## config.mk

```make
export PLATFORM = sky130hd
export DESIGN_NAME = fid_fast_ide
export DESIGN_NICKNAME = d
export VERILOG_FILES = /design/src/fid_pkg.sv /design/src/fid_fifo.sv /design/src/fid_fast_ide.sv
export SDC_FILE = /design/constraint.sdc
export NUM_CORES = 1
export LEC_CHECK = 0
export BUFFER_PORTS_ARGS = -buffer_cell sky130_fd_sc_hd__buf_2
export CORE_ASPECT_RATIO = 1.5
export CORE_UTILIZATION = 45
export CTS_CLUSTER_DIAMETER = 100
export DETAILED_ROUTE_END_ITERATION = 10
export GPL_ROUTABILITY_DRIVEN = 0
export PLACE_DENSITY = 0.6
export SYNTH_ARGS = -nofsm -noshare
export SYNTH_HDL_FRONTEND = slang
export SYNTH_SLANG_ARGS = --single-unit
```

## constraint.sdc

```tcl
create_clock -name clk -period 5.6 [get_ports clk]
set_input_delay 1.12 -clock clk [delete_from_list [all_inputs] [get_ports clk]]
set_output_delay 1.12 -clock clk [all_outputs]
set_load 0.02 [all_outputs]
```

## src/fid_pkg.sv

```systemverilog
// Summary of operation
// - Drive strobes are ISA command or fast strobe
// - Fast strobes only for data-port accesses
// - Buffer enable from ISA IDE commands or fast
// - Idle pattern: ctl select high, others low
// - ISA cycle: decoded selects, ISA address bits
// - Alternate master: decoded selects, external address
// - Substitution on: address bit 2 on SBHE
// - Substitution off: SBHE keeps byte-high meaning
// - Reads of 3F7/377 take bit 7 from floppy
// - Fast cycles ignore IOCS16, always 16-bit
// - Drives 0 to 3 may route to ISA
// - Ready low at end extends the command
// - 32-bit data access becomes two transfers
// - Eight drives, four bases, two timing sets
// - Programmable read, write, recovery, setup times
// - Command select 1F0-1F7, control select 3F6-3F7
// - Drive reset is inverted system reset
// - Idle pattern only without ISA cycle or grant
// - Drive from base and select bit 4
package fid_pkg;
  localparam logic [15:0] BASE_ADDR [4] = '{16'h01F0, 16'h0170, 16'h05F0, 16'h0570};
  localparam logic [15:0] CTL_OFFSET = 16'h0206;
  localparam logic [15:0] DRVSEL_OFFSET = 16'h0006;
  localparam logic [15:0] FLOPPY_PORT_PRI = 16'h03F7;
  localparam logic [15:0] FLOPPY_PORT_SEC = 16'h0377;
  localparam int DRVSEL_BIT = 4;
  localparam logic [1:0] DEFAULT_XA = 2'h0;
  localparam logic DEFAULT_SBHE_N = 1'h0;
  localparam logic DEFAULT_CMD_SEL_N = 1'h0;
  localparam logic DEFAULT_CTL_SEL_N = 1'h1;
  localparam logic [2:0] SETUP_SAT = 3'h4;
  localparam logic [4:0] RECOV_SAT = 5'h18;
  localparam logic [3:0] RECOV_LINEAR_MAX = 4'h7;
  localparam int ISA_ROUTE_DRIVES = 4;
  localparam int FIFO_WIDTH = 16;
  localparam int FIFO_DEPTH = 32;
  typedef enum logic [1:0] {ST_IDLE, ST_WAIT, ST_CMD, ST_DONE} fid_state_type;
endpackage

```

## src/fid_fifo.sv

```systemverilog
`timescale 1ns/1ps
module fid_fifo #(
  parameter int WIDTH = 16,
  parameter int DEPTH = 32
) (
  input wire logic clk,
  input wire logic reset,
  input wire logic inValid,
  output logic inReady,
  input wire logic [WIDTH-1:0] inData,
  output logic outValid,
  input wire logic outReady,
  output logic [WIDTH-1:0] outData
);
  localparam int AW = $clog2(DEPTH);
  logic [WIDTH-1:0] mem [DEPTH];
  logic [AW-1:0] wrPtr;
  logic [AW-1:0] rdPtr;
  logic [AW:0] count;
  logic push;
  logic pop;

  assign inReady = (count != (AW+1)'(DEPTH));
  assign outValid = (count != '0);
  assign outData = mem[rdPtr];
  assign push = inValid && inReady;
  assign pop = outValid && outReady;

  always_ff @(posedge clk) begin
    if (push) begin
      mem[wrPtr] <= inData;
    end
  end

  always_ff @(posedge clk or posedge reset) begin
    if (reset) begin
      wrPtr <= '0;
      rdPtr <= '0;
      count <= '0;
    end else begin
      if (push) begin
        wrPtr <= (wrPtr == AW'(DEPTH-1)) ? '0 : wrPtr + 1'b1;
      end
      if (pop) begin
        rdPtr <= (rdPtr == AW'(DEPTH-1)) ? '0 : rdPtr + 1'b1;
      end
      count <= count + (AW+1)'(push) - (AW+1)'(pop);
    end
  end
endmodule

```

## src/fid_fast_ide.sv

```systemverilog
`timescale 1ns/1ps
module fid_fast_ide (
  input wire logic clk,
  input wire logic reset,
  input wire logic accReq,
  input wire logic [15:0] accAddr,
  input wire logic accWrite,
  input wire logic acc32,
  input wire logic [31:0] accWrData,
  output logic accToIsa,
  output logic accAck,
  output logic rdValid,
  input wire logic rdReady,
  output logic [fid_pkg::FIFO_WIDTH-1:0] rdData,
  input wire logic [3:0] baseEnable,
  input wire logic useA2Subst,
  input wire logic [3:0] isaRouteDrive,
  input wire logic [7:0] driveTimingB,
  input wire logic [3:0] rdLenA,
  input wire logic [3:0] wrLenA,
  input wire logic [3:0] recovA,
  input wire logic [1:0] asuA,
  input wire logic [3:0] rdLenB,
  input wire logic [3:0] wrLenB,
  input wire logic [3:0] recovB,
  input wire logic [1:0] asuB,
  input wire logic isaCycleActive,
  input wire logic altMasterGrantN,
  input wire logic isaIorN,
  input wire logic isaIowN,
  input wire logic [15:0] isaAddr,
  input wire logic [1:0] isaXa,
  input wire logic isaSbheN,
  input wire logic isaData4,
  input wire logic ideReady,
  input wire logic floppyChangeBitIn,
  input wire logic [15:0] ideDataIn,
  output logic [15:0] ideDataOut,
  output logic ideDataOe,
  output logic ideReadStrobeN,
  output logic ideWriteStrobeN,
  output logic ideBufEnableN,
  output logic driveCmdSelectN,
  output logic driveCtlSelectN,
  output logic [1:0] periphAddrLow,
  output logic sbheOutN,
  output logic boardResetOut,
  output logic [7:0] mergedData,
  output logic mergeActive
);
  import fid_pkg::*;

  ////////////////////////////////////////////////////////////////
  // Address decode
  function automatic logic [2:0] decode(input logic [15:0] a, input logic [15:0] off,
                                        input int lsb);
    logic [2:0] r;
    logic [15:0] b;
    r = 3'h0;
    for (int i = 0; i < 4; i++) begin
      b = BASE_ADDR[i] + off;
      if ((a >> lsb) == (b >> lsb)) begin
        r = {1'b1, 2'(i)};
      end
    end
    return r;
  endfunction

  logic [2:0] isaCmdHit;
  logic [2:0] isaCtlHit;
  logic [2:0] isaDrvHit;
  logic [2:0] accDataHit;
  logic isaIdeHit;
  logic isaIdeEnabled;
  logic defaultState;

  assign isaCmdHit = decode(isaAddr, 16'h0000, 3);
  assign isaCtlHit = decode(isaAddr, CTL_OFFSET, 1);
  assign isaDrvHit = decode(isaAddr, DRVSEL_OFFSET, 0);
  assign accDataHit = decode(accAddr, 16'h0000, 0);
  assign isaIdeHit = isaCmdHit[2] || isaCtlHit[2];
  assign isaIdeEnabled = (isaCmdHit[2] && baseEnable[isaCmdHit[1:0]])
      || (isaCtlHit[2] && baseEnable[isaCtlHit[1:0]]);
  assign defaultState = !isaCycleActive && altMasterGrantN;

  ////////////////////////////////////////////////////////////////
  // Drive select bits snooped from select-port writes
  logic [3:0] selBit;

  always_ff @(posedge clk or posedge reset) begin
    if (reset) begin
      selBit <= 4'h0;
    end else if (!isaIowN && isaDrvHit[2]) begin
      selBit[isaDrvHit[1:0]] <= isaData4;
    end
  end

  ////////////////////////////////////////////////////////////////
  // Ready synchroniser
  logic readyMeta;
  logic readySync;

  always_ff @(posedge clk or posedge reset) begin
    if (reset) begin
      readyMeta <= 1'b1;
      readySync <= 1'b1;
    end else begin
      readyMeta <= ideReady;
      readySync <= readyMeta;
    end
  end

  ////////////////////////////////////////////////////////////////
  // Drive selection and timing set
  logic [2:0] reqDrive;
  logic reqFast;
  logic [2:0] drive;
  logic useB;
  logic [3:0] rdLen;
  logic [3:0] wrLen;
  logic [3:0] recovCode;
  logic [1:0] asuCode;
  logic [4:0] recovNeed;

  assign reqDrive = {accDataHit[1:0], selBit[accDataHit[1:0]]};
  assign reqFast = accDataHit[2] && baseEnable[accDataHit[1:0]]
      && !(reqDrive < 3'(ISA_ROUTE_DRIVES) && isaRouteDrive[reqDrive[1:0]]);
  assign accToIsa = accReq && !reqFast;
  assign useB = driveTimingB[drive];
  assign rdLen = useB ? rdLenB : rdLenA;
  assign wrLen = useB ? wrLenB : wrLenA;
  assign recovCode = useB ? recovB : recovA;
  assign asuCode = useB ? asuB : asuA;
  assign recovNeed = (recovCode <= RECOV_LINEAR_MAX) ? 5'(recovCode) + 5'h01
      : 5'((recovCode - RECOV_LINEAR_MAX) * 2 + 8);

  ////////////////////////////////////////////////////////////////
  // Fast state machine
  fid_state_type state;
  logic isWrite;
  logic is32;
  logic half;
  logic [31:0] wrData;
  logic [3:0] cmdCnt;
  logic [2:0] setupCnt;
  logic [4:0] recovCnt;
  logic fastRd;
  logic fastWr;
  logic pushValid;
  logic pushReady;
  logic startOk;

  assign fastRd = (state == ST_CMD) && !isWrite;
  assign fastWr = (state == ST_CMD) && isWrite;
  assign startOk = (setupCnt > 3'(asuCode)) && (recovCnt >= recovNeed)
      && (isWrite || pushReady) && !pushValid;

  always_ff @(posedge clk or posedge reset) begin
    if (reset) begin
      setupCnt <= 3'h0;
    end else if (!defaultState) begin
      setupCnt <= 3'h0;
    end else if (setupCnt != SETUP_SAT) begin
      setupCnt <= setupCnt + 3'h1;
    end
  end

  always_ff @(posedge clk or posedge reset) begin
    if (reset) begin
      recovCnt <= RECOV_SAT;
    end else if (!ideReadStrobeN || !ideWriteStrobeN || fastRd || fastWr) begin
      recovCnt <= 5'h00;
    end else if (recovCnt != RECOV_SAT) begin
      recovCnt <= recovCnt + 5'h01;
    end
  end

  always_ff @(posedge clk or posedge reset) begin
    if (reset) begin
      state <= ST_IDLE;
      isWrite <= 1'b0;
      is32 <= 1'b0;
      half <= 1'b0;
      wrData <= 32'h0000_0000;
      drive <= 3'h0;
      cmdCnt <= 4'h0;
      pushValid <= 1'b0;
    end else begin
      pushValid <= fastRd && (cmdCnt == 4'h0) && readySync;
      unique case (state)
        ST_IDLE: begin
          if (accReq && reqFast) begin
            isWrite <= accWrite;
            is32 <= acc32;
            half <= 1'b0;
            wrData <= accWrData;
            drive <= reqDrive;
            state <= ST_WAIT;
          end
        end
        ST_WAIT: begin
          if (startOk && defaultState) begin
            cmdCnt <= isWrite ? wrLen : rdLen;
            state <= ST_CMD;
          end
        end
        ST_CMD: begin
          if (cmdCnt != 4'h0) begin
            cmdCnt <= cmdCnt - 4'h1;
          end else if (readySync) begin
            if (is32 && !half) begin
              half <= 1'b1;
              state <= ST_WAIT;
            end else begin
              state <= ST_DONE;
            end
          end
        end
        ST_DONE: begin
          state <= ST_IDLE;
        end
      endcase
    end
  end
  assign accAck = (state == ST_DONE);

  fid_fifo #(
    .WIDTH(FIFO_WIDTH),
    .DEPTH(FIFO_DEPTH)
  ) readFifo (
    .clk(clk),
    .reset(reset),
    .inValid(pushValid),
    .inReady(pushReady),
    .inData(ideDataIn),
    .outValid(rdValid),
    .outReady(rdReady),
    .outData(rdData)
  );

  ////////////////////////////////////////////////////////////////
  // Drive pins
  always_ff @(posedge clk or posedge reset) begin
    if (reset) begin
      ideReadStrobeN <= 1'b1;
      ideWriteStrobeN <= 1'b1;
      ideBufEnableN <= 1'b1;
      ideDataOut <= 16'h0000;
      ideDataOe <= 1'b0;
    end else begin
      ideReadStrobeN <= isaIorN && !fastRd;
      ideWriteStrobeN <= isaIowN && !fastWr;
      ideBufEnableN <= !(((!isaIorN || !isaIowN) && isaIdeHit) || fastRd || fastWr);
      ideDataOut <= half ? wrData[31:16] : wrData[15:0];
      ideDataOe <= fastWr;
    end
  end

  always_ff @(posedge clk or posedge reset) begin
    if (reset) begin
      driveCmdSelectN <= DEFAULT_CMD_SEL_N;
      driveCtlSelectN <= DEFAULT_CTL_SEL_N;
      periphAddrLow <= DEFAULT_XA;
      sbheOutN <= DEFAULT_SBHE_N;
    end else if (defaultState) begin
      driveCmdSelectN <= DEFAULT_CMD_SEL_N;
      driveCtlSelectN <= DEFAULT_CTL_SEL_N;
      periphAddrLow <= DEFAULT_XA;
      sbheOutN <= DEFAULT_SBHE_N;
    end else begin
      driveCmdSelectN <= !isaCmdHit[2];
      driveCtlSelectN <= !isaCtlHit[2];
      periphAddrLow <= isaXa;
      if (altMasterGrantN && useA2Subst && isaIdeEnabled) begin
        sbheOutN <= isaAddr[2];
      end else begin
        sbheOutN <= isaSbheN;
      end
    end
  end

  assign boardResetOut = !reset;

  ////////////////////////////////////////////////////////////////
  // Shared floppy bit
  logic floppyRead;

  assign floppyRead = !isaIorN && (isaAddr == FLOPPY_PORT_PRI || isaAddr == FLOPPY_PORT_SEC);

  always_ff @(posedge clk or posedge reset) begin
    if (reset) begin
      mergedData <= 8'h00;
      mergeActive <= 1'b0;
    end else begin
      mergeActive <= floppyRead;
      if (floppyRead) begin
        mergedData <= {floppyChangeBitIn, ideDataIn[6:0]};
      end
    end
  end

  ////////////////////////////////////////////////////////////////
  // Checks
  a_idle_pattern: assert property (@(posedge clk) disable iff (reset)
    defaultState |=> (!driveCmdSelectN && driveCtlSelectN && periphAddrLow == 2'h0 && !sbheOutN))
    else $error("idle pattern not driven");
  a_isa_read_copy: assert property (@(posedge clk) disable iff (reset)
    !isaIorN |=> !ideReadStrobeN)
    else $error("read command not copied");
  a_buf_enable: assert property (@(posedge clk) disable iff (reset)
    (!isaIowN && isaIdeHit) or fastWr |=> !ideBufEnableN)
    else $error("buffer enable missing");
  a_grant_external: assert property (@(posedge clk) disable iff (reset)
    !altMasterGrantN |=> (periphAddrLow == $past(isaXa) && sbheOutN == $past(isaSbheN)))
    else $error("external address not passed");
  a_a2_subst: assert property (@(posedge clk) disable iff (reset)
    (isaCycleActive && altMasterGrantN && useA2Subst && isaIdeEnabled)
    |=> sbheOutN == $past(isaAddr[2]))
    else $error("A2 not substituted");
  a_no_subst: assert property (@(posedge clk) disable iff (reset)
    (isaCycleActive && !useA2Subst) |=> sbheOutN == $past(isaSbheN))
    else $error("byte high not preserved");
  a_floppy_merge: assert property (@(posedge clk) disable iff (reset)
    floppyRead |=> (mergedData[7] == $past(floppyChangeBitIn) && mergeActive))
    else $error("floppy bit not merged");
  a_ready_hold: assert property (@(posedge clk) disable iff (reset)
    (state == ST_CMD && cmdCnt == 4'h0 && !readySync) |=> state == ST_CMD ##1 !ideReadStrobeN
    || !ideWriteStrobeN)
    else $error("command ended while not ready");
  a_two_halves: assert property (@(posedge clk) disable iff (reset)
    (state == ST_CMD && is32 && !half && cmdCnt == 4'h0 && readySync) |=> state == ST_WAIT)
    else $error("second transfer missing");
  a_reset_out: assert property (@(posedge clk) boardResetOut == !reset)
    else $error("drive reset wrong");
  c_fast_read: cover property (@(posedge clk) disable iff (reset) fastRd ##1 accAck);
  c_fast_write32: cover property (@(posedge clk) disable iff (reset) fastWr && half && is32);
  c_ready_stretch: cover property (@(posedge clk) disable iff (reset)
    state == ST_CMD && cmdCnt == 4'h0 && !readySync);
endmodule

```

Word-level counts from Yosys, hierarchy flattened. Memories as Yosys holds them, arrays and structs flattened. Cells that the tools add are included. Widths: inputs -> output; s select.

Register bits: 109. Bits in writable memories: 512. Bits of input ports: 141. Output and inout port bits: 54. Logic and storage cells: 211. Memories: 1.

Add/sub/neg operators: 10. Order comparisons: 11. Equal/unequal tests: 33. Mux-type cells: 65. Reductions and logical operators: 64.

Memory list: readFifo.mem (words 32, bits a word 16, read ports 1, clocked after memory_dff 0, write ports 1, RTL line fid_fifo.sv:16) `logic [WIDTH-1:0] mem [DEPTH];`.

Operator list (count): $eq 16x11->1 const B (4); $eq 16x9->1 const B (4); $mux 3 (18); $eq 16x10->1 const B (2); $eq 15x10->1 const B (2); $eq 15x9->1 const B (2); $logic_and 1x1->1 (27); $eq 13x6->1 const B (2); $eq 13x8->1 const B (2); $mux 5 (5); $mux 4 (6); $mux 1 (17); $logic_not 1->1 (16); $mux 16 (1); $add 5x1->5 const B (3); $lt 2x3->1 const B (5); $mux 2 (7); $bmux 1 s2 (5); $eq 5x5->1 const B (2); $logic_or 1x1->1 (10); $ne 2x2->1 const B (4); $pmux 2 s4 (1); $pmux 4 s2 (1); $add 6x1->6 (1); other kinds (31) (36).

Depth between registers and ports, before layout. Gate-level depths: netlist of run 1.

Depth after elaboration: 15. Mapped depth: 15. Gate-level depth less buffers: 15.

Modules after synthesis. From an unflattened synthesis of run 1, not the netlist that was laid out.

Cell total of the unflattened synthesis: 1503. Area total of the unflattened synthesis: 25500.7 sq um.

Modules (own cells, without submodules): fid_fifo (instances 1, cells an instance 1164, area an instance 21030.2 sq um, sequential area each 15775.1 sq um); fid_fast_ide (instances 1, cells an instance 339, area an instance 4470.5 sq um, sequential area each 2337.2 sq um).

Worst setup path after synthesis of run 1. OpenSTA, ideal clock, no wires.

Kind: input port to flip-flop. Start: input port driveTimingB[7]. End: register cmdCnt[2]. Setup time: 0.124 ns. Arrival: 4.556 ns. Required time: 5.476 ns. Slack: 0.920 ns. Stages: 14. Path buffers: 1. Cells stage by stage: mux4_2 -> mux2i_1 -> clkbuf_1 -> mux2_2 -> ha_1 -> xnor2_1 -> nor2_1 -> a221oi_1 -> ha_1 -> a21oi_1 -> o21ai_0 -> a31oi_1 -> nor3b_1 -> a211o_1.

Cells in the longest elaborated chain, start to end: 13. Elaborated cells on any way between the ends: 22. Classes of those cells: add/sub: 3; order compare: 3; eq/ne: 1; mux: 10; reduce/logical: 5.

Ends and longest elaborated chain: from (decl) (RTL line fid_fast_ide.sv:18) `input wire logic [7:0] driveTimingB,`; $bmux 1 s3 * (RTL line fid_fast_ide.sv:129) `assign useB = driveTimingB[drive];`; $mux 1 (not written as such) * (RTL line fid_fast_ide.sv:129); $mux 4 (RTL line fid_fast_ide.sv:132) `assign recovCode = useB ? recovB : recovA;`; $sub 4x3->4 (RTL line fid_fast_ide.sv:135) `: 5'((recovCode - RECOV_LINEAR_MAX) * 2 + 8);`; $add 5x5->5 (RTL line fid_fast_ide.sv:135); $mux 5 (RTL line fid_fast_ide.sv:134) `assign recovNeed = (recovCode <= RECOV_LINEAR_MAX) ? 5'(recovCode) + 5'h01`; $ge 5x5->1 (RTL line fid_fast_ide.sv:155) `assign startOk = (setupCnt > 3'(asuCode)) && (recovCnt >= recovNeed)`; $logic_and 1x1->1 (RTL line fid_fast_ide.sv:155); $logic_and 1x1->1 (2 in series) (RTL line fid_fast_ide.sv:156) `&& (isWrite || pushReady) && !pushValid;`; $logic_and 1x1->1 (RTL line fid_fast_ide.sv:202) `if (startOk && defaultState) begin`; $ne 2x2->1 (no line); $reduce_and 3->1 (no line); to (signal assigned) (RTL line fid_fast_ide.sv:203) `cmdCnt <= isWrite ? wrLen : rdLen;`; to (signal assigned) (RTL line fid_fast_ide.sv:209) `cmdCnt <= cmdCnt - 4'h1;`; to (decl) (RTL line fid_fast_ide.sv:144) `logic [3:0] cmdCnt;`.

Every way passes the cells marked *; elsewhere a longest branch is shown, timed or not. The select of a mux whose other input is x is not followed. A chain may end at the register's enable or synchronous reset.

Worst setup path in the final report of run 1.
Start: register readFifo.rdPtr[0]. End: output port rdData[9] (netlist name).

Cells in the longest elaborated chain, start to end: 1.

Ends and longest elaborated chain: from (decl) (RTL line fid_fifo.sv:18) `logic [AW-1:0] rdPtr;`; from (signal assigned) (RTL line fid_fifo.sv:45) `rdPtr <= (rdPtr == AW'(DEPTH-1)) ? '0 : rdPtr + 1'b1;`; $mem_v2 32x16; to (decl) (RTL line fid_fast_ide.sv:14) `output logic [fid_pkg::FIFO_WIDTH-1:0] rdData,`.

No other way between the ends.

==> impl_metrics.toml, run 1 <==
[global_route]
pin_count_of_the_biggest_net_entering_global_routing = 59
grt_pass1_vias = 13410
antenna_found_initial = 1
grt_use_total = 0.1988
wire_length_of_the_first_global_routing_pass_microns = 82690
grt_overflow = 0

[final_layout]
layout-drive-gt1-share = 0.4074
final.fill_count = 4271
areaGrowthSynthToFinish_pct = 15.55
seqCellArea_sq_um = 18120
multi_input_gate_area_sq_um = 6595
final_cell_count_no_fill = 2208
final_net_count = 1642

[timing]
finalSetupViolations = 0
timing.final.hold_violations = 0
tightest_slew_ns = 0.9238
finalCriticalPeriod_ns = 4.732
worst_slew_margin_relative_to_its_limit = 0.3842
min_period_over_period = 0.8451
clock-skew-final_ns = 0.01321
setup_repair_after_global_routing_missed_its_margin = "no"
fin_setup_tns_ns = 0
worst_slack_ns = 0.8677
finalMaxSlewViolations = 0
maximum_frequency_from_static_timing_analysis_ghz = 0.2113
timing.hold.ws_ns = 0.3553

[route]
wl_per_cell_microns = 24.98
num_vias = 12440
vias_per_cell = 5.632
post-route-drc-count = 0
final_antenna_net_count = 0
first_pass_iters = 4
detailed_route_wire_length_microns = 55160
initialDrtViolationCount = 901

[clock_tree]
tritoncts.num_buffers = 55
cts_tree = "yes"
clock-root-buffer = "sky130_fd_sc_hd__clkbuf_16"
ctsResizeCount = 0
holdBufCountCts = 0
clk_latency_ns = 0.58
clock_sinks = 621
postCtsSetupBuffers = 0
clock_path_buffers = 3
clock_input_transition_at_the_sequential_cells_of_the_worst_setup_and_hold_paths_ns = 0.06
ctsHtreeMaxLevel = 2

[setup_path]
critical_path.startpoint_type = "flop"
cpLargestDelayFamily = "multiplexers"
crit_fanout = 36
cp_cell_sequence = "buf_4 -> mux4_2 -> mux4_2 -> mux2_2 -> buf_2"
crit_type = "reg2out"
worst-path-buf-inv = 2
cp.arrival_ns = 3.61
worst-endpoint-required_ns = 4.48
critical_path.most_common_cell = "sky130_fd_sc_hd__mux4_2"
regToRegStartpoint = "drive[1]"
rr_endpoint = "cmdCnt[2]"
cp_slowest_stage_delay_ns = 0.92
crit_path_end_kind = "primary output"
reg2reg_setup_slack_ns = 1.43
slowest_stage = "sky130_fd_sc_hd__dfrtp_4"
reg2reg_depth = 13

[synthesis]
seq_area_frac_synth = 0.7263
syn_area_sq_um = 24940
post_synth.cell_area_avg_sq_um = 20.31
netlist_instances = 1228
flip_flop_and_latch_count_after_synthesis = 621
synth.lib_cells_used.distinct = 58
synth-edff-count = 512
synth-warning-count = 0
ys_dominant_reg_cell = "sky130_fd_sc_hd__edfxtp_1"
proportion_of_register_bits_with_asynchronous_set_or_reset_after_synthesis = 0.1755
mappedNetlistNets = 1399

[power]
total_leakage_power_nw = 10.31
design_power_total_mw = 11.35
pwr_density_cell_nw_per_um2 = 393.9
irDropWorstVdd_uv = 215.2

[worst_hold_path]
hold_class = "reg2reg"
min_delay_path_depth = 0
hold-path-endpoint = "readySync"
hold_start = "readyMeta"

[placed_design]
place_inst = 2109
post_placement_worst_setup_slack_ns = 0.6481
hpwlAfterDp_microns = 34220
numPortBuffers = 194

[status]
run_status = "finished clean"

[die]
die-height_microns = 290.3
floorplan.initialDensity = 0.4552
dieWidth_microns = 194.2
design.die.area_sq_um = 56380
floorplan.core_area_sq_um = 54780
top_level_ports = 195
floorplan.rows = 105

[run]
max_cap_violations = 0
registers in the layout, indices dropped and copies added, names as in the netlist, 2 cells and up:
| register | flops |
|---|---|
| readFifo.mem | 512 |
| drive | 3 |
| ideDataOut | 16 |
| wrData | 32 |
| periphAddrLow | 2 |
| selBit | 4 |
| recovCnt | 5 |
| setupCnt | 3 |
| readFifo.wrPtr | 5 |
| state | 2 |
| mergedData | 8 |
| readFifo.count | 6 |
| readFifo.rdPtr | 5 |
| cmdCnt | 4 |
synthesized netlist by cell type (4+ instances only):
cell type | n | area [sq um]
sky130_fd_sc_hd__nand3_1 | 12 | 60.06
sky130_fd_sc_hd__nor2b_1 | 6 | 37.54
sky130_fd_sc_hd__nand2b_1 | 5 | 31.28
sky130_fd_sc_hd__and2_1 | 4 | 25.02
sky130_fd_sc_hd__clkbuf_1 | 38 | 142.6
sky130_fd_sc_hd__nor3b_1 | 5 | 37.54
sky130_fd_sc_hd__and3_1 | 5 | 31.28
sky130_fd_sc_hd__mux4_2 | 167 | 3761
sky130_fd_sc_hd__xor2_1 | 5 | 43.79
sky130_fd_sc_hd__dfstp_2 | 8 | 210.2
sky130_fd_sc_hd__inv_1 | 31 | 116.4
sky130_fd_sc_hd__o21ai_0 | 15 | 75.07
sky130_fd_sc_hd__nand2_1 | 42 | 157.7
sky130_fd_sc_hd__nor3_1 | 8 | 40.04
sky130_fd_sc_hd__a31oi_1 | 5 | 31.28
sky130_fd_sc_hd__mux2_4 | 8 | 120.1
sky130_fd_sc_hd__mux2_2 | 74 | 833.3
sky130_fd_sc_hd__xnor2_1 | 7 | 61.31
sky130_fd_sc_hd__edfxtp_1 | 512 | 15370
sky130_fd_sc_hd__mux2i_1 | 9 | 90.09
sky130_fd_sc_hd__dfrtp_1 | 101 | 2527
sky130_fd_sc_hd__nor2_1 | 55 | 206.5
sky130_fd_sc_hd__a21oi_1 | 15 | 75.07
sky130_fd_sc_hd__buf_1 | 5 | 18.77
sky130_fd_sc_hd__nand3b_1 | 5 | 37.54
sky130_fd_sc_hd__ha_1 | 29 | 362.9
sky130_fd_sc_hd__buf_2 | 8 | 40.04
per-layer routing:
layer | vias to the layer above | track usage | part of all wire
met1 | 6477 | 0.2498 | 0.39
met3 | 88 | 0.03041 | 0.058
met4 | 0 | 0.06194 | 0.027
li1 | 5442 | - | -
met5 | - | 0 | 0
met2 | 429 | 0.3535 | 0.52
area by class of cell:
type                    instances  share of cell area
flip-flops and latches        621              0.6289
multi-input cells             523              0.2289
clock buffers                  71             0.05019
repair buffers                238             0.04646
well taps                     695             0.03018
clock inverters                27             0.01107
inverters                      32            0.004255
diodes                          1          0.00008684
worst max path at each step:
stage / startpoint / endpoint / slack, ns / depth (start not counted)
after floorplan: driveTimingB[7] / cmdCnt[2] / 0.92 / 14
after CTS: readFifo.rdPtr[0] / rdData[7] / 0.77 / 5
after global placement: driveTimingB[6] / cmdCnt[2] / 0.78 / 14
final: readFifo.rdPtr[0] / rdData[9] / 0.87 / 5
after global routing: readFifo.rdPtr[0] / rdData[9] / 0.67 / 5
after detailed placement: driveTimingB[6] / cmdCnt[2] / 0.65 / 14
worst reg2reg max path, delay by kind of cell, from the launching register on:
family                     cells  cell delay (ns)
xor gates and xnor gates       1             0.23
muxes                          3             1.43
DFF                            1             0.42
adders and majority gates      2             0.58
and+or+nand+nor                2             0.19
AOI/OAI and AO/OA              5             1.21
cells in the final DEF (no fill, tap or decap), drive strengths merged, types with 3 or more instances in the layout:
| cell | instances |
|---|---|
| a21o | 3 |
| a31oi | 5 |
| nand2 | 42 |
| and2 | 5 |
| nor3b | 5 |
| o21ai | 15 |
| edfxtp | 512 |
| mux2 | 82 |
| nand3 | 12 |
| buf | 238 |
| xnor2 | 7 |
| nand3b | 5 |
| o31ai | 3 |
| nor4b | 3 |
| mux4 | 167 |
| clkbuf | 71 |
| dfrtp | 101 |
| nor2b | 6 |
| nand2b | 5 |
| nor2 | 55 |
| and3 | 5 |
| dfstp | 8 |
| nor3 | 8 |
| a21oi | 15 |
| inv | 33 |
| bufinv | 7 |
| clkinvlp | 3 |
| ha | 29 |
| clkinv | 16 |
| mux2i | 9 |
| xor2 | 5 |
metrics by stage:
| stage | util | instance area, sq um |
|---|---|---|
| after floorplan | - | 24940 |
| after global placement | 0.4937 | 27050 |
| after detailed placement | 0.4937 | 27050 |
| after CTS | 0.5260 | 28810 |
| after global routing | 0.5260 | 28820 |
| final | 0.5260 | 28820 |
logic make-up after synthesis:
family / synth area share
xor gates and xnor gates: 0.004214
DFF: 0.7263
and+or+nand+nor: 0.03467
muxes: 0.1927
buffers and inverters: 0.01335
adders and majority gates: 0.01535
AOI/OAI and AO/OA: 0.01350
where the power goes:
group | leakage (nW) | internal [mW] | switching, mW
Combinational | 3.41 | 1.23 | 1.11
Clock | 0.856 | 2.14 | 1.62
Sequential | 6.04 | 5.05 | 0.197
Power figures use the tool's default switching activity.
==> run 2: changes to the inputs <==
PLACE_DENSITY = 0.62   (was 0.6)
clock period = 3.99 ns   (was 5.6 ns; I/O delays follow)
==> run 2 against run 1 <==
Compared with the run above:
- worst hold slack got worse by 0.025 ns
- count of clock-buffer cells in the layout fell by 6
- combinational power rose by 51%
- global-route usage rose by 0.31 points
- sequential power rose by 39%
- clock power rose by 42%
- sequential share of layout area fell by 0.57 points
- first-iteration DRC count fell by 3.3%
- design area rose by 0.91%
==> impl_metrics.toml, run 2 (same netlist as run 1, synthesis figures left out) <==
[status]
run_status = "finished clean"

[clock_tree]
tritoncts.num_buffers = 55
ctsHtreeMaxLevel = 2
clock_sinks = 621
clock_input_transition_at_the_sequential_cells_of_the_worst_setup_and_hold_paths_ns = 0.06
clk_latency_ns = 0.58
cts_tree = "yes"
clock-root-buffer = "sky130_fd_sc_hd__clkbuf_16"
clock_path_buffers = 3

[final_layout]
final_design_area_no_fill_sq_um = 29080
number_of_flip_flops_in_the_largest_register = 512
layout-drive-gt1-share = 0.4191
areaGrowthSynthToFinish_pct = 16.60
largest-register = "readFifo.mem"
final_util = 0.5308
biggestRegsByFlops = "readFifo.mem: 512 flops, wrData: 32 flops, ideDataOut: 16 flops"
mostFrequentLayoutCell = "sky130_fd_sc_hd__edfxtp_1"
final.fill_count = 4302
final_net_count = 1658
layout.cells.most_common_list = "sky130_fd_sc_hd__edfxtp_1 (512), sky130_fd_sc_hd__buf_2 (194), sky130_fd_sc_hd__mux4_2 (167)"

[setup_path]
cp_slowest_stage_delay_ns = 0.59
slowest_stage = "sky130_fd_sc_hd__dfrtp_4"
reg2reg_setup_slack_ns = 0.23
critical_path.most_common_cell = "sky130_fd_sc_hd__mux4_2"
cp_cell_sequence = "buf_12 -> mux4_2 -> mux4_2 -> mux2_2 -> buf_2"
crit_path_end_kind = "primary output"
reg2reg_depth = 14
cp.arrival_ns = 3.06
critical_path.startpoint_type = "flop"
rr_endpoint = "cmdCnt[1]"
crit_type = "reg2out"
regToRegStartpoint = "drive[1]"
crit_fanout = 34
worst-endpoint-required_ns = 3.19

[route]
first_pass_iters = 5
detailed_route_wire_length_microns = 55320
post-route-drc-count = 0
vias_per_cell = 5.582
num_vias = 12440
wl_per_cell_microns = 24.82
final_antenna_net_count = 0
initialDrtViolationCount = 871

[worst_hold_path]
hold_start = "ideReady"
min_delay_path_depth = 1
hold-path-endpoint = "readyMeta"
hold_class = "in2reg"

[global_route]
grt_pass1_vias = 13490
grt_overflow = 0
grt_use_total = 0.2019
wire_length_of_the_first_global_routing_pass_microns = 84020
antenna_found_initial = 3
pin_count_of_the_biggest_net_entering_global_routing = 59

[timing]
worst_slew_margin_relative_to_its_limit = 0.2608
clock-skew-final_ns = 0.02354
timing.hold.ws_ns = 0.3300
fin_setup_tns_ns = 0
tightest_slew_ns = 1.109
min_period_over_period = 0.9671
timing.final.hold_violations = 0
maximum_frequency_from_static_timing_analysis_ghz = 0.2592
finalSetupViolations = 0
finalMaxSlewViolations = 0
worst_slack_ns = 0.1314
finalCriticalPeriod_ns = 3.859
setup_repair_after_global_routing_missed_its_margin = "no"

[power]
total_leakage_power_nw = 10.44
p_int_mw = 11.95
irDropWorstVdd_uv = 361.7
power.net_switching_mw = 4.203
comb_power_share = 0.218
pwr_density_cell_nw_per_um2 = 555.5
sw_frac_of_total = 0.2602
power.share.clock = 0.331
pwr-share-seq = 0.451

[run]
max_cap_violations = 0

[placed_design]
hpwlAfterDp_microns = 35260
numPortBuffers = 194
postPlaceCellArea_sq_um = 27200
post_placement_worst_setup_slack_ns = -0.2445

[die]
floorplan.rows = 105
floorplan.initialDensity = 0.4552
die-height_microns = 290.3
top_level_ports = 195
floorplan.core_area_sq_um = 54780
design.die.area_sq_um = 56380
dieWidth_microns = 194.2
==> run 2: changes by cell type in the layout (fill, tap and decap cells not counted), moves of 4 or more <==
cell                         change
sky130_fd_sc_hd__clkinv_2        +5
sky130_fd_sc_hd__buf_12          +5
sky130_fd_sc_hd__clkinv_1        +5
sky130_fd_sc_hd__clkbuf_1       -10
sky130_fd_sc_hd__buf_4          +10
sky130_fd_sc_hd__clkinvlp_4      +4
==> run 2: timing repair <==
action,CTS,global route
hold buffers,0,0
endpoints found under the setup margin,13,1
endpoints found under the hold margin,0,0
setup buffers,5,0
gates resized for setup,0,1
==> run 2: power groups by stage <==
stage | logic (mW) | clock network [mW] | registers [mW]
detailed placement | 3.56 | 0 | 7.44
global placement | 3.53 | 0 | 7.44
floorplan | 2.54 | 0 | 7.26
finish | 3.53 | 5.34 | 7.28
CTS | 3.62 | 5.46 | 7.29
global route | 3.81 | 5.70 | 7.29
==> run 2: cell type report <==
cell class	count	area, sq um	share of cell area
clock inverters	37	336.6	0.01157
multi-input cells	523	6611	0.2274
inverters	32	122.6	0.004217
repair buffers	254	1525	0.05245
flip-flops and latches	621	18120	0.6232
well taps	695	869.6	0.02990
clock buffers	65	1486	0.05112
diodes	2	5.005	0.0001721
==> run 2: worst max-delay path, delay by kind of cell (launching register included) <==
kind                   cells  cell delay [ns]
flip-flops                 1             0.59
multiplexers               3             1.38
buffers and inverters      2             0.49
==> run 2: how the worst max path moves through the flow <==
| stage | from | end | depth (start not counted) |
|---|---|---|---|
| final | readFifo.rdPtr[0] | rdData[6] | 5 |
| after global routing | drive[1] | cmdCnt[1] | 14 |
| after CTS | readFifo.rdPtr[0] | rdData[10] | 5 |
| after detailed placement | driveTimingB[6] | cmdCnt[1] | 15 |
| after global placement | driveTimingB[6] | cmdCnt[1] | 15 |
| after floorplan | driveTimingB[6] | cmdCnt[2] | 14 |
==> run 2: through the flow <==
| step | cells | power (mW) |
|---|---|---|
| after floorplan | 1228 | 9.800 |
| after global placement | 2120 | 10.96 |
| after detailed placement | 2120 | 11.00 |
| after CTS | 2227 | 16.37 |
| after global routing | 2229 | 16.80 |
| final | 2229 | 16.15 |
==> run 2: metal layers <==
layer	part of all wire	up-vias	track usage	routed length [microns]
met5	0	-	0	0
met4	0.026	0	0.05981	1439
met3	0.049	87	0.03110	2727
met2	0.54	359	0.3662	29810
met1	0.39	6506	0.2480	21350
li1	-	5490	-	-
